$ cat config.mk
export PLATFORM = sky130hd
export DESIGN_NAME = usart_control_status_core
export DESIGN_NICKNAME = d
export VERILOG_FILES = /design/src/usart_pkg.sv /design/src/usart_control_status_core.sv
export VERILOG_INCLUDE_DIRS = /design/src
export SDC_FILE = /design/constraint.sdc
export NUM_CORES = 1
export LEC_CHECK = 0
export ABC_AREA = 0
export BUFFER_PORTS_ARGS = -buffer_cell sky130_fd_sc_hd__buf_2
export CORE_ASPECT_RATIO = 0.8
export CORE_MARGIN = 2
export CORE_UTILIZATION = 25
export CTS_CLUSTER_DIAMETER = 200
export DETAILED_ROUTE_END_ITERATION = 6
export PLACE_DENSITY_LB_ADDON = 0.25
export SLEW_MARGIN = 15
export SYNTH_ARGS = -nofsm -noshare
export SYNTH_HDL_FRONTEND = slang
export SYNTH_SLANG_ARGS = --single-unit
$ cat constraint.sdc
create_clock -name hclk -period 14 [get_ports hclk]
set_clock_uncertainty 0.15 [all_clocks]
set_input_delay 2.8 -clock hclk [delete_from_list [all_inputs] [get_ports hclk]]
set_output_delay 2.8 -clock hclk [all_outputs]
set_load 0.02 [all_outputs]
$ cat src/usart_consts.svh
// Purpose: register indices, field positions, reset values and counts for the serial core
// Assumes: word-wide bus, byte address = index * 4
// Notes: definitions only
`ifndef USART_CONSTS_SVH
`define USART_CONSTS_SVH

// Register indices; the bus address is the index times four
`define IDX_TX_HOLDING 12'h0B8
`define IDX_RX_HOLDING 12'h0B9
`define IDX_CTRL_STATUS 12'h0BA
`define IDX_RX_STATUS 12'h0BB
`define IDX_IRQ_CLOCK 12'h0BC
`define IDX_BAUD_CFG 12'h0BD

// serial_control_status fields
`define CS_PARITY_ON 7
`define CS_PARITY_SEL_HI 6
`define CS_PARITY_SEL_LO 5
`define CS_CHAR_LEN_HI 4
`define CS_CHAR_LEN_LO 3
`define CS_ERROR 2
`define CS_RX_FULL 1
`define CS_TX_EMPTY 0

// serial_receive_status fields
`define RS_OVERRUN 7
`define RS_FRAMING 6
`define RS_PARITY 5
`define RS_BREAK 4
`define RS_RX_NINTH 3
`define RS_ATTENTION 2
`define RS_TX_ACTIVE 1
`define RS_LINE_FAULT 0

// serial_irq_clock_source fields
`define IC_TWO_STOP 7
`define IC_FORCE_BREAK 6
`define IC_TX_PIN_EN 5
`define IC_SYNC_MODE 4
`define IC_RX_EXT_CLK 3
`define IC_TX_EXT_CLK 2
`define IC_RX_IRQ_EN 1
`define IC_TX_IRQ_EN 0

// baud configuration fields
`define BC_CLK_DRIVE 16
`define BAUD_DIV_RESET 11'h001

// Oversampling: ticks per bit in asynchronous mode, and the half-bit point
`define OVERSAMPLE_LAST 4'hF
`define HALF_BIT_TICK 4'h7
`define VOTE_FIRST 4'h7
`define VOTE_MID 4'h8
`define VOTE_LAST 4'h9

`endif

$ cat src/usart_pkg.sv
// Purpose: types shared by the serial core
// Assumes: constants come from usart_consts.svh
// Notes: the whole module state is one packed struct
package usart_pkg;

  typedef enum logic {TX_IDLE, TX_SEND} tx_state_t;
  typedef enum logic [1:0] {RX_IDLE, RX_START, RX_DATA} rx_state_t;

  typedef struct packed {
    logic parity_on;
    logic parity_sel_hi;
    logic tx_ninth_bit;
    logic char_len_hi;
    logic char_len_lo;
    logic rx_full_flag;
    logic tx_empty_flag;
    logic overrun_flag;
    logic framing_error_flag;
    logic parity_error_flag;
    logic line_break_flag;
    logic rx_ninth_bit;
    logic attention_enable;
    logic tx_active_flag;
    logic rx_line_fault_flag;
    logic two_stop_sel;
    logic force_line_break;
    logic tx_pin_enable;
    logic sync_mode;
    logic rx_ext_clock_sel;
    logic tx_ext_clock_sel;
    logic rx_irq_enable;
    logic tx_irq_enable;
    logic [10:0] baud_divisor;
    logic ckx_drive;
    logic [7:0] tx_holding_buffer;
    logic [7:0] rx_holding_buffer;
    logic [11:0] tx_shift_reg;
    logic [3:0] tx_bits_left;
    logic [3:0] tx_sub;
    tx_state_t tx_state;
    logic [10:0] rx_shift_reg;
    logic [3:0] rx_bit_idx;
    logic [3:0] rx_sub;
    logic [1:0] rx_votes;
    rx_state_t rx_state;
    logic [10:0] baud_cnt;
    logic baud_clk;
    logic rx_sync1;
    logic rx_sync2;
    logic ck_sync1;
    logic ck_sync2;
    logic ck_sync3;
    logic dp_write;
    logic [11:0] dp_index;
    logic [31:0] hrdata;
  } state_t;

endpackage : usart_pkg

$ cat src/usart_control_status_core.sv
// Purpose: full-duplex serial transceiver with its control and status registers
// Assumes: AHB-Lite slave, zero wait states, word accesses only
// Notes: one clock; the receive and external clock pins pass a two-stage synchroniser
//
// The implementer's own choice: register access over AHB-Lite.
`timescale 1ns/100ps
`include "usart_consts.svh"

module usart_control_status_core
  import usart_pkg::*;
(
  input wire logic hclk,
  input wire logic hresetn,
  input wire logic hsel,
  input wire logic [31:0] haddr,
  input wire logic [1:0] htrans,
  input wire logic hwrite,
  input wire logic [2:0] hsize,
  input wire logic [31:0] hwdata,
  input wire logic hready,
  output logic hreadyout,
  output logic hresp,
  output logic [31:0] hrdata,
  input wire logic rx_pin,
  output logic tx_pin,
  input wire logic port_pin_value,
  input wire logic ext_baud_clock_pin_in,
  output logic ext_baud_clock_pin_out,
  output logic ext_baud_clock_pin_oe_n,
  output logic rx_irq,
  output logic tx_irq
);

  state_t q;
  state_t next_q;
  logic char_done;
  logic txd;
  logic rd_status;
  logic rd_rxbuf;
  logic ninth_in;

  ////////////////////////////////////////////////////////////////////////////
  // Helpers

  function automatic logic [3:0] data_len(input logic hi, input logic lo);
    if (hi) begin
      return 4'h9;
    end
    return lo ? 4'h7 : 4'h8;
  endfunction : data_len

  function automatic logic parity_of(input logic [8:0] d, input logic [3:0] len,
                                     input logic hi, input logic lo);
    logic x;
    x = (len == 4'h7) ? ^d[6:0] : ^d[7:0];
    unique case ({hi, lo})
      2'b00: return ~x;
      2'b01: return x;
      2'b10: return 1'b1;
      2'b11: return 1'b0;
    endcase
  endfunction : parity_of

  ////////////////////////////////////////////////////////////////////////////
  // Next-state logic

  always_comb begin
    logic ap;
    logic [11:0] idx;
    logic [3:0] len;
    logic par_en;
    logic int_tick;
    logic ck_rise;
    logic ck_fall;
    logic tx_tick;
    logic rx_tick;
    logic rx_in;
    logic take;
    logic bit_val;
    logic [1:0] vsum;
    logic [11:0] frame;
    logic [10:0] rcv;
    logic [8:0] data;
    logic [31:0] rdata;
    next_q = q;
    char_done = 1'b0;
    ninth_in = 1'b0;
    ap = hsel && htrans[1] && hready;
    idx = haddr[13:2];
    len = data_len(q.char_len_hi, q.char_len_lo);
    par_en = q.parity_on && (len != 4'h9);
    take = 1'b0;
    bit_val = 1'b0;
    vsum = 2'b00;
    frame = 12'hFFF;
    rcv = q.rx_shift_reg;
    data = 9'h000;
    rdata = 32'h0000_0000;
    int_tick = 1'b0;
    ck_rise = 1'b0;
    ck_fall = 1'b0;
    tx_tick = 1'b0;
    rx_tick = 1'b0;
    rx_in = 1'b1;

    // Pin synchronisers
    next_q.rx_sync1 = rx_pin;
    next_q.rx_sync2 = q.rx_sync1;
    next_q.ck_sync1 = ext_baud_clock_pin_in;
    next_q.ck_sync2 = q.ck_sync1;
    next_q.ck_sync3 = q.ck_sync2;
    ck_rise = q.ck_sync2 && !q.ck_sync3;
    ck_fall = !q.ck_sync2 && q.ck_sync3;

    // Baud generator; a zero divisor stops the internal clock to save power
    if (q.baud_divisor == 11'h000) begin
      next_q.baud_cnt = 11'h000;
    end else if (q.baud_cnt >= q.baud_divisor - 11'h001) begin
      next_q.baud_cnt = 11'h000;
      next_q.baud_clk = !q.baud_clk;
      int_tick = 1'b1;
    end else begin
      next_q.baud_cnt = q.baud_cnt + 11'h001;
    end
    tx_tick = q.tx_ext_clock_sel ? ck_rise : int_tick;
    // Synchronous receive samples on the falling edge of an external clock
    rx_tick = q.rx_ext_clock_sel ? (q.sync_mode ? ck_fall : ck_rise) : int_tick;

    // Loopback feeds the receiver straight from the transmit line
    txd = q.force_line_break ? 1'b0 : ((q.tx_state == TX_SEND) ? q.tx_shift_reg[0] : 1'b1);
    rx_in = (q.char_len_hi && q.char_len_lo) ? txd : q.rx_sync2;

    // Bus write data phase
    if (q.dp_write) begin
      unique case (q.dp_index)
        `IDX_TX_HOLDING: begin
          next_q.tx_holding_buffer = hwdata[7:0];
          next_q.tx_empty_flag = 1'b0;
        end
        `IDX_CTRL_STATUS: begin
          next_q.parity_on = hwdata[`CS_PARITY_ON];
          next_q.parity_sel_hi = hwdata[`CS_PARITY_SEL_HI];
          next_q.tx_ninth_bit = hwdata[`CS_PARITY_SEL_LO];
          next_q.char_len_hi = hwdata[`CS_CHAR_LEN_HI];
          next_q.char_len_lo = hwdata[`CS_CHAR_LEN_LO];
        end
        `IDX_RX_STATUS: next_q.attention_enable = hwdata[`RS_ATTENTION];
        `IDX_IRQ_CLOCK: begin
          next_q.two_stop_sel = hwdata[`IC_TWO_STOP];
          next_q.force_line_break = hwdata[`IC_FORCE_BREAK];
          next_q.tx_pin_enable = hwdata[`IC_TX_PIN_EN];
          next_q.sync_mode = hwdata[`IC_SYNC_MODE];
          next_q.rx_ext_clock_sel = hwdata[`IC_RX_EXT_CLK];
          next_q.tx_ext_clock_sel = hwdata[`IC_TX_EXT_CLK];
          next_q.rx_irq_enable = hwdata[`IC_RX_IRQ_EN];
          next_q.tx_irq_enable = hwdata[`IC_TX_IRQ_EN];
        end
        `IDX_BAUD_CFG: begin
          next_q.baud_divisor = hwdata[10:0];
          next_q.ckx_drive = hwdata[`BC_CLK_DRIVE];
        end
        default: ;
      endcase
    end

    // Bus read: data is taken from the post-write state so a write is never shadowed
    rd_status = ap && !hwrite && (idx == `IDX_RX_STATUS);
    rd_rxbuf = ap && !hwrite && (idx == `IDX_RX_HOLDING);
    if (ap && !hwrite) begin
      unique case (idx)
        `IDX_TX_HOLDING: rdata[7:0] = next_q.tx_holding_buffer;
        `IDX_RX_HOLDING: rdata[7:0] = next_q.rx_holding_buffer;
        `IDX_CTRL_STATUS: rdata[7:0] = {next_q.parity_on, next_q.parity_sel_hi,
          next_q.tx_ninth_bit, next_q.char_len_hi, next_q.char_len_lo,
          next_q.overrun_flag | next_q.framing_error_flag |
          next_q.parity_error_flag | next_q.line_break_flag,
          next_q.rx_full_flag, next_q.tx_empty_flag};
        `IDX_RX_STATUS: rdata[7:0] = {next_q.overrun_flag, next_q.framing_error_flag,
          next_q.parity_error_flag, next_q.line_break_flag, next_q.rx_ninth_bit,
          next_q.attention_enable, next_q.tx_active_flag, next_q.rx_line_fault_flag};
        `IDX_IRQ_CLOCK: rdata[7:0] = {next_q.two_stop_sel, next_q.force_line_break,
          next_q.tx_pin_enable, next_q.sync_mode, next_q.rx_ext_clock_sel,
          next_q.tx_ext_clock_sel, next_q.rx_irq_enable, next_q.tx_irq_enable};
        `IDX_BAUD_CFG: rdata = {15'h0000, next_q.ckx_drive, 5'h00, next_q.baud_divisor};
        default: ;
      endcase
      next_q.hrdata = rdata;
    end
    next_q.dp_write = ap && hwrite;
    next_q.dp_index = idx;

    // Read side effects come first so that an event in the same cycle wins
    if (rd_rxbuf) begin
      next_q.rx_full_flag = 1'b0;
    end
    if (rd_status) begin
      next_q.overrun_flag = 1'b0;
      next_q.framing_error_flag = 1'b0;
      next_q.parity_error_flag = 1'b0;
      next_q.line_break_flag = 1'b0;
    end
    if (rx_in) begin
      next_q.rx_line_fault_flag = 1'b0;
    end

    ////////////////////////////////////////////////////////////////////////////
    // Transmitter; the engine sees the buffer one cycle after the write
    frame[0] = 1'b0;
    for (int i = 0; i < 9; i++) begin
      if (4'(i) < len) begin
        frame[i + 1] = (i == 8) ? q.tx_ninth_bit : q.tx_holding_buffer[i];
      end
    end
    if (par_en) begin
      frame[len + 4'h1] = parity_of({1'b0, q.tx_holding_buffer}, len,
                                    q.parity_sel_hi, q.tx_ninth_bit);
    end
    unique case (q.tx_state)
      TX_IDLE: begin
        if (!q.tx_empty_flag) begin
          next_q.tx_shift_reg = frame;
          next_q.tx_bits_left = len + {3'b000, par_en} + 4'h1 + {3'b000, q.two_stop_sel};
          next_q.tx_sub = 4'h0;
          next_q.tx_state = TX_SEND;
          next_q.tx_empty_flag = 1'b1;
          next_q.tx_active_flag = 1'b1;
        end
      end
      TX_SEND: begin
        if (tx_tick) begin
          next_q.tx_sub = q.tx_sub + 4'h1;
          if (q.sync_mode || q.tx_sub == `OVERSAMPLE_LAST) begin
            next_q.tx_sub = 4'h0;
            if (q.tx_bits_left != 4'h0) begin
              next_q.tx_shift_reg = {1'b1, q.tx_shift_reg[11:1]};
              next_q.tx_bits_left = q.tx_bits_left - 4'h1;
            end else if (!q.tx_empty_flag) begin
              next_q.tx_shift_reg = frame;
              next_q.tx_bits_left = len + {3'b000, par_en} + 4'h1 + {3'b000, q.two_stop_sel};
              next_q.tx_empty_flag = 1'b1;
            end else begin
              next_q.tx_state = TX_IDLE;
              next_q.tx_active_flag = 1'b0;
            end
          end
        end
      end
    endcase

    ////////////////////////////////////////////////////////////////////////////
    // Receiver
    if (rx_tick) begin
      unique case (q.rx_state)
        RX_IDLE: begin
          if (!rx_in) begin
            next_q.rx_shift_reg = 11'h000;
            next_q.rx_votes = 2'b00;
            next_q.rx_sub = 4'h0;
            if (q.sync_mode) begin
              next_q.rx_state = RX_DATA;
              next_q.rx_bit_idx = 4'h1;
            end else begin
              next_q.rx_state = RX_START;
            end
          end
        end
        RX_START: begin
          next_q.rx_sub = q.rx_sub + 4'h1;
          if (q.rx_sub == `HALF_BIT_TICK) begin
            next_q.rx_state = rx_in ? RX_IDLE : RX_DATA;
            next_q.rx_sub = `VOTE_MID;
            next_q.rx_bit_idx = 4'h0;
          end
        end
        RX_DATA: begin
          next_q.rx_sub = q.rx_sub + 4'h1;
          vsum = q.rx_votes + {1'b0, rx_in};
          if (q.rx_bit_idx != 4'h0 &&
              (q.rx_sub == `VOTE_FIRST || q.rx_sub == `VOTE_MID)) begin
            next_q.rx_votes = vsum;
          end
          take = q.sync_mode || q.rx_sub == `VOTE_LAST;
          bit_val = q.sync_mode ? rx_in : vsum[1];
          if (q.sync_mode || q.rx_sub == `OVERSAMPLE_LAST) begin
            next_q.rx_bit_idx = q.rx_bit_idx + 4'h1;
          end
          if (take && q.rx_bit_idx != 4'h0) begin
            next_q.rx_votes = 2'b00;
            rcv[q.rx_bit_idx - 4'h1] = bit_val;
            next_q.rx_shift_reg = rcv;
            // One stop bit ends the frame whatever the transmit setting
            if (q.rx_bit_idx == len + {3'b000, par_en} + 4'h1) begin
              next_q.rx_state = RX_IDLE;
              char_done = 1'b1;
            end
          end
        end
        default: next_q.rx_state = RX_IDLE;
      endcase
    end

    if (char_done) begin
      data = (len == 4'h7) ? {2'b00, rcv[6:0]} : (len == 4'h8) ? {1'b0, rcv[7:0]} : rcv[8:0];
      ninth_in = data[8];
      if (!bit_val) begin
        next_q.framing_error_flag = 1'b1;
        next_q.rx_line_fault_flag = 1'b1;
        if (rcv == 11'h000) begin
          next_q.line_break_flag = 1'b1;
        end
      end
      // Attention mode drops 9-bit characters whose ninth bit is clear
      if (!(q.attention_enable && len == 4'h9 && !data[8])) begin
        if (next_q.rx_full_flag) begin
          next_q.overrun_flag = 1'b1;
        end
        next_q.rx_holding_buffer = data[7:0];
        next_q.rx_full_flag = 1'b1;
        if (len == 4'h9) begin
          next_q.rx_ninth_bit = data[8];
          if (data[8]) begin
            next_q.attention_enable = 1'b0;
          end
        end
        if (par_en && rcv[len] != parity_of(data, len, q.parity_sel_hi, q.tx_ninth_bit)) begin
          next_q.parity_error_flag = 1'b1;
        end
      end
    end
  end

  ////////////////////////////////////////////////////////////////////////////
  // State register

  always_ff @(posedge hclk or negedge hresetn) begin
    if (!hresetn) begin
      q <= '0;
      q.tx_empty_flag <= 1'b1;
      q.baud_divisor <= `BAUD_DIV_RESET;
      q.rx_sync1 <= 1'b1;
      q.rx_sync2 <= 1'b1;
    end else begin
      q <= next_q;
    end
  end

  ////////////////////////////////////////////////////////////////////////////
  // Outputs

  assign hreadyout = 1'b1;
  assign hresp = 1'b0;
  assign hrdata = q.hrdata;
  assign tx_pin = q.tx_pin_enable ? txd : port_pin_value;
  assign ext_baud_clock_pin_out = q.baud_clk;
  assign ext_baud_clock_pin_oe_n = !q.ckx_drive;
  assign rx_irq = q.rx_full_flag && q.rx_irq_enable;
  assign tx_irq = q.tx_empty_flag && q.tx_irq_enable;
endmodule : usart_control_status_core

# Yosys cells after proc, flatten, opt, wreduce, memory -nomap -nowiden
# Cells that the tools add are included.
[totals]
output_inout_bits = 39
register_bits = 157
[op_classes]
reduce_logical = 52
mux = 115
magnitude_cmp = 15
n_bitwise = 8
addsub = 12
eq_ne = 40
[ops]
columns = ["op", "n"]
rows = [
  ["== test 12 x 8 -> 1 bit, second input constant", 11],
  ["two-way mux 1 bit", 63],
  ["two-way mux 21 bit", 3],
  ["two-way mux 11 bit", 5],
  ["one-hot mux 8 bit (6 select lines)", 1],
  ["one-hot mux 21 bit (2 select lines)", 1],
  ["two-way mux 16 bit", 2],
  ["two-way mux 28 bit", 1],
  ["two-way mux 4 bit", 7],
  ["two-way mux 9 bit", 3],
  ["== test 4 bit, second input constant", 6],
  ["two-way mux 12 bit", 2],
  ["two-way mux 8 bit", 3],
  ["one-hot mux 8 bit (3 select lines)", 1],
  ["two-way mux 23 bit", 1],
  ["logical NOT 11 bit", 2],
  ["one-hot mux 11 bit (2 select lines)", 1],
  ["adder 4 x 1 -> 4 bit, second input constant", 5],
  ["logical AND 1 bit", 19],
  ["< comparator 3 x 4 -> 1 bit, first input constant", 4],
  ["inequality test 2 bit, second input constant", 8],
  ["parity 8 bit", 2],
  ["< comparator 4 x 5 -> 1 bit, second input constant", 3],
  ["two-way mux 2 bit", 7],
  ["other kinds (43)", 81],
]

# Longest topological paths before layout
[logic_depth]
word_depth = 22
ltp_mapped = 19
mapped_depth_nobuf = 19

# Worst setup path after synthesis
# Ideal clock, no wire load.
[synth_timing]
path_type = "input to output"
startpoint = "input port_pin_value"
endpoint = "output tx_pin"
path_slack_ns = 7.948
t_arrival_ns = 3.102
n_path_buf = 0
stages = 1
path_cell_list = "mux2_2"
[synth_between]
elab_chain_cells = 1
[synth_rtl]
columns = ["item", "line_no", "text"]
rows = [
  ["from (decl)", "usart_control_status_core.sv:26", "input wire logic port_pin_value,"],
  ["two-way mux 1 bit", "usart_control_status_core.sv:353", "assign tx_pin = q.tx_pin_enable ? txd : port_pin_value;"],
  ["to (decl)", "usart_control_status_core.sv:25", "output logic tx_pin,"],
]
# No other way between the ends.

# Final worst setup path
# Same ends and word-level chain as after synthesis.

==> metrics.txt <==
outcome finished, final reports clean; RD Place Congestion 0.814; share of flip-flops with an asynchronous set or reset 100%; Die Y-Extent roughly 160 um; routed vias between 5000 and 6000; Port Buf Inserts 49; Sw Share roughly 29%; PwrDens ~110 nW/um^2; combinational share of power between 10% and 20%; crit share post-route between 40% and 50%; Yosys Warn Count 0; Die Span X a little over 200 um; CP most frequent cell buf_2; minimum clock period 6250 ps; vias in the first global route 5699; post-cts sizing count 0; fin. max-slew vios 0; cts bufs inserted 17; total global-route track usage approximately 13%; Worst-path clk slew around 60 ps; DRT Wirelength around 20000 um; standard-cell rows a little under 60; Diodes inserted 0; Synth top area share between 40% and 50%; Worst Path Class, Setup primary input to output port; Hold/Removal Path Class flop to flop; FMAX 0.160 GHz; largest net degree at the start of global routing 79; worst path required time ~11000 ps; Final WS setup approximately 7800 ps; Top-Level Pins about 120; DR pass1 iterations 5; Crit. End Element output port; Cell Area, Synth just under 8000 sq um; critical-path maximum fanout 1; area of the core about 31000 sq um; wire length per cell around 16 um; Clock Power Share 45.1%; Synth Instances ~810; CTS Buffer Depth 2; DRC 0; via/cell ratio 4.60; layout cells sized above 1 ~17%; H-tree depth 4; slowest stage delay, CP 240 ps; drt initial violations 412; Seq/Total Area, Yosys between 40% and 50%; Yosys top cell by area dfrtp_1; syn_area_per_cell between 9 and 10 sq um; Final Hold Viols 0; setup TNS 0 ps; # nets final between 900 and 1000; Worst-Skew Late Latency between 400 and 500 ps; Setup-failing EPs final 0; die area 33200 sq um; setup repair bufs after CTS 0; hpwl dp 14900 um; first-pass GRT wire length between 30000 and 40000 um; internal power between 0.7 and 0.8 mW; Rel. slew slack a little over a quarter; dominant synthesized flop cell dfrtp_1; cts-stage hold buffer count 0; RSZ-0062 raised after global routing no; Layout area overhead 14.0%; initial core utilization between 20 and 30%; CTS Root Cell clkbuf_16; Yosys reg bits ~140; post-detailed-route count of antenna-violating nets 0; Psw between 0.2 and 0.3 mW; Worst-Margin Slew roughly 1100 ps; Distinct cells, synth between 80 and 90; synth top area cells dfrtp_1, ha_1, mux2_2; GRT Residual Overflow 0; sinks on the clock net between 100 and 150; Post-synth EDFFs 0; Slowest-stage cell, CP mux2_2; crit-path cells buf_2 > mux2_2 > buf_2; Max-cap violations 0; CTS tree done; worst slack, placed 7750 ps; Flop pwr share a little over two fifths; leakage power between 3 and 4 nW; CP startpoint kind primary input; antenna violations before repair 0; peak supply drop roughly 0.000062 V; CP Data Arrival Time between 3000 and 4000 ps
-- stage by stage --
stage          hold WS (ps)  cells  util, %  power (mW)  cell area, sq um
6_report                207   1270     28.9        1.02              9050
5_1_grt                 210   1270     28.9        1.07              9050
4_1_cts                 209   1270     28.9        1.03              9050
3_5_place_dp            193   1238     27.0       0.567              8460
3_3_place_gp            192   1238     27.0       0.566              8460
2_1_floorplan           181    825        -       0.529              8020
-- worst max-delay path: cells and delay by family --
family | cells | cell delay [ps]
muxes | 1 | 240
buffers and inverters | 2 | 260
-- synth_stat cells (all sizes together) (3+ instances only) --
cell	instances
nand2b	12
a21oi	37
o22a	3
a31oi	4
or2	4
o21a	3
nand3	22
nor3	10
dfrtp	133
xnor2	20
o211ai	4
a21boi	4
or3	5
dfstp	4
a21o	3
mux2	35
nor3b	5
nor2	67
nor2b	15
nand2	78
a31o	5
mux2i	24
o21ai	52
ha	38
or4	5
nand3b	7
and2	12
nor4	7
a2111oi	6
a22o	6
o31ai	7
a211o	5
a211oi	8
xor2	13
inv	29
buf	43
a22oi	16
clkbuf	17
nand4	6
-- routing by layer --
layer	vias to the layer above	track usage (%)	share of wire, %
li1	2883	-	-
met1	2840	19.4	53
met2	105	17.9	42
met3	16	2.08	3.1
met4	0	4.18	1.8
met5	-	0	0
-- cell families (layout without fill, tap and decap cells) --
group / after synthesis / in the layout / synth area share, %
adders and majority gates: 38 / 38 / 5.99
muxes: 59 / 59 / 8.14
AOI/OAI and AO/OA: 181 / 181 / 15.7
other: 2 / 22 / 0.0946
DFF: 137 / 137 / 43.2
buffers and inverters: 89 / 114 / 6.02
and+or+nand+nor: 265 / 265 / 16.9
xor gates and xnor gates: 34 / 34 / 3.92
-- final cells by class --
class,count,area [sq um]
Fill cell,3353,22300
Multi-Input combinational cell,599,4110
Sequential cell,137,3430
Tap cell,420,526
Clock buffer,18,439
Timing Repair Buffer,53,282
Clock inverter,14,158
Inverter,29,109
-- flip-flops by register name, summed over array words and instances (netlist names) --
name / cells
q: 121
hrdata: 12
next_q: 3
ext_baud_clock_pin_out: 1
-- layout by cell type, fill, tap and decap left out, types with 23 or more instances in the layout --
cell	instances
a21oi_1	35
buf_2	48
dfrtp_1	133
ha_1	38
inv_1	29
mux2_2	31
mux2i_1	23
nand2_1	78
nor2_1	67
o21ai_0	38
-- power groups by stage --
stage                     logic, mW  clock network, mW  registers (mW)
after global routing          0.136              0.488           0.445
final                         0.117              0.458           0.441
after global placement        0.118                  0           0.448
after CTS                     0.119              0.472           0.441
after detailed placement      0.119                  0           0.448
after floorplan              0.0866                  0           0.442
-- worst paths after layout --
| check | startpoint | to | slack, ps | cells after the start |
|---|---|---|---|---|
| worst max-delay path | port_pin_value | tx_pin | 7750 | 3 |
| worst min-delay path | next_q[48] | q[48] | 210 | 0 |
| worst max register to register | q[126] | q[147] | 8260 | 18 |
| worst min register to register | next_q[48] | q[48] | 210 | 0 |
| max in group asynchronous | hresetn | q[96] | 10220 | 2 |
| min in group asynchronous | hresetn | q[44] | 2230 | 1 |
No activity file was read; power rests on OpenSTA's default activity.
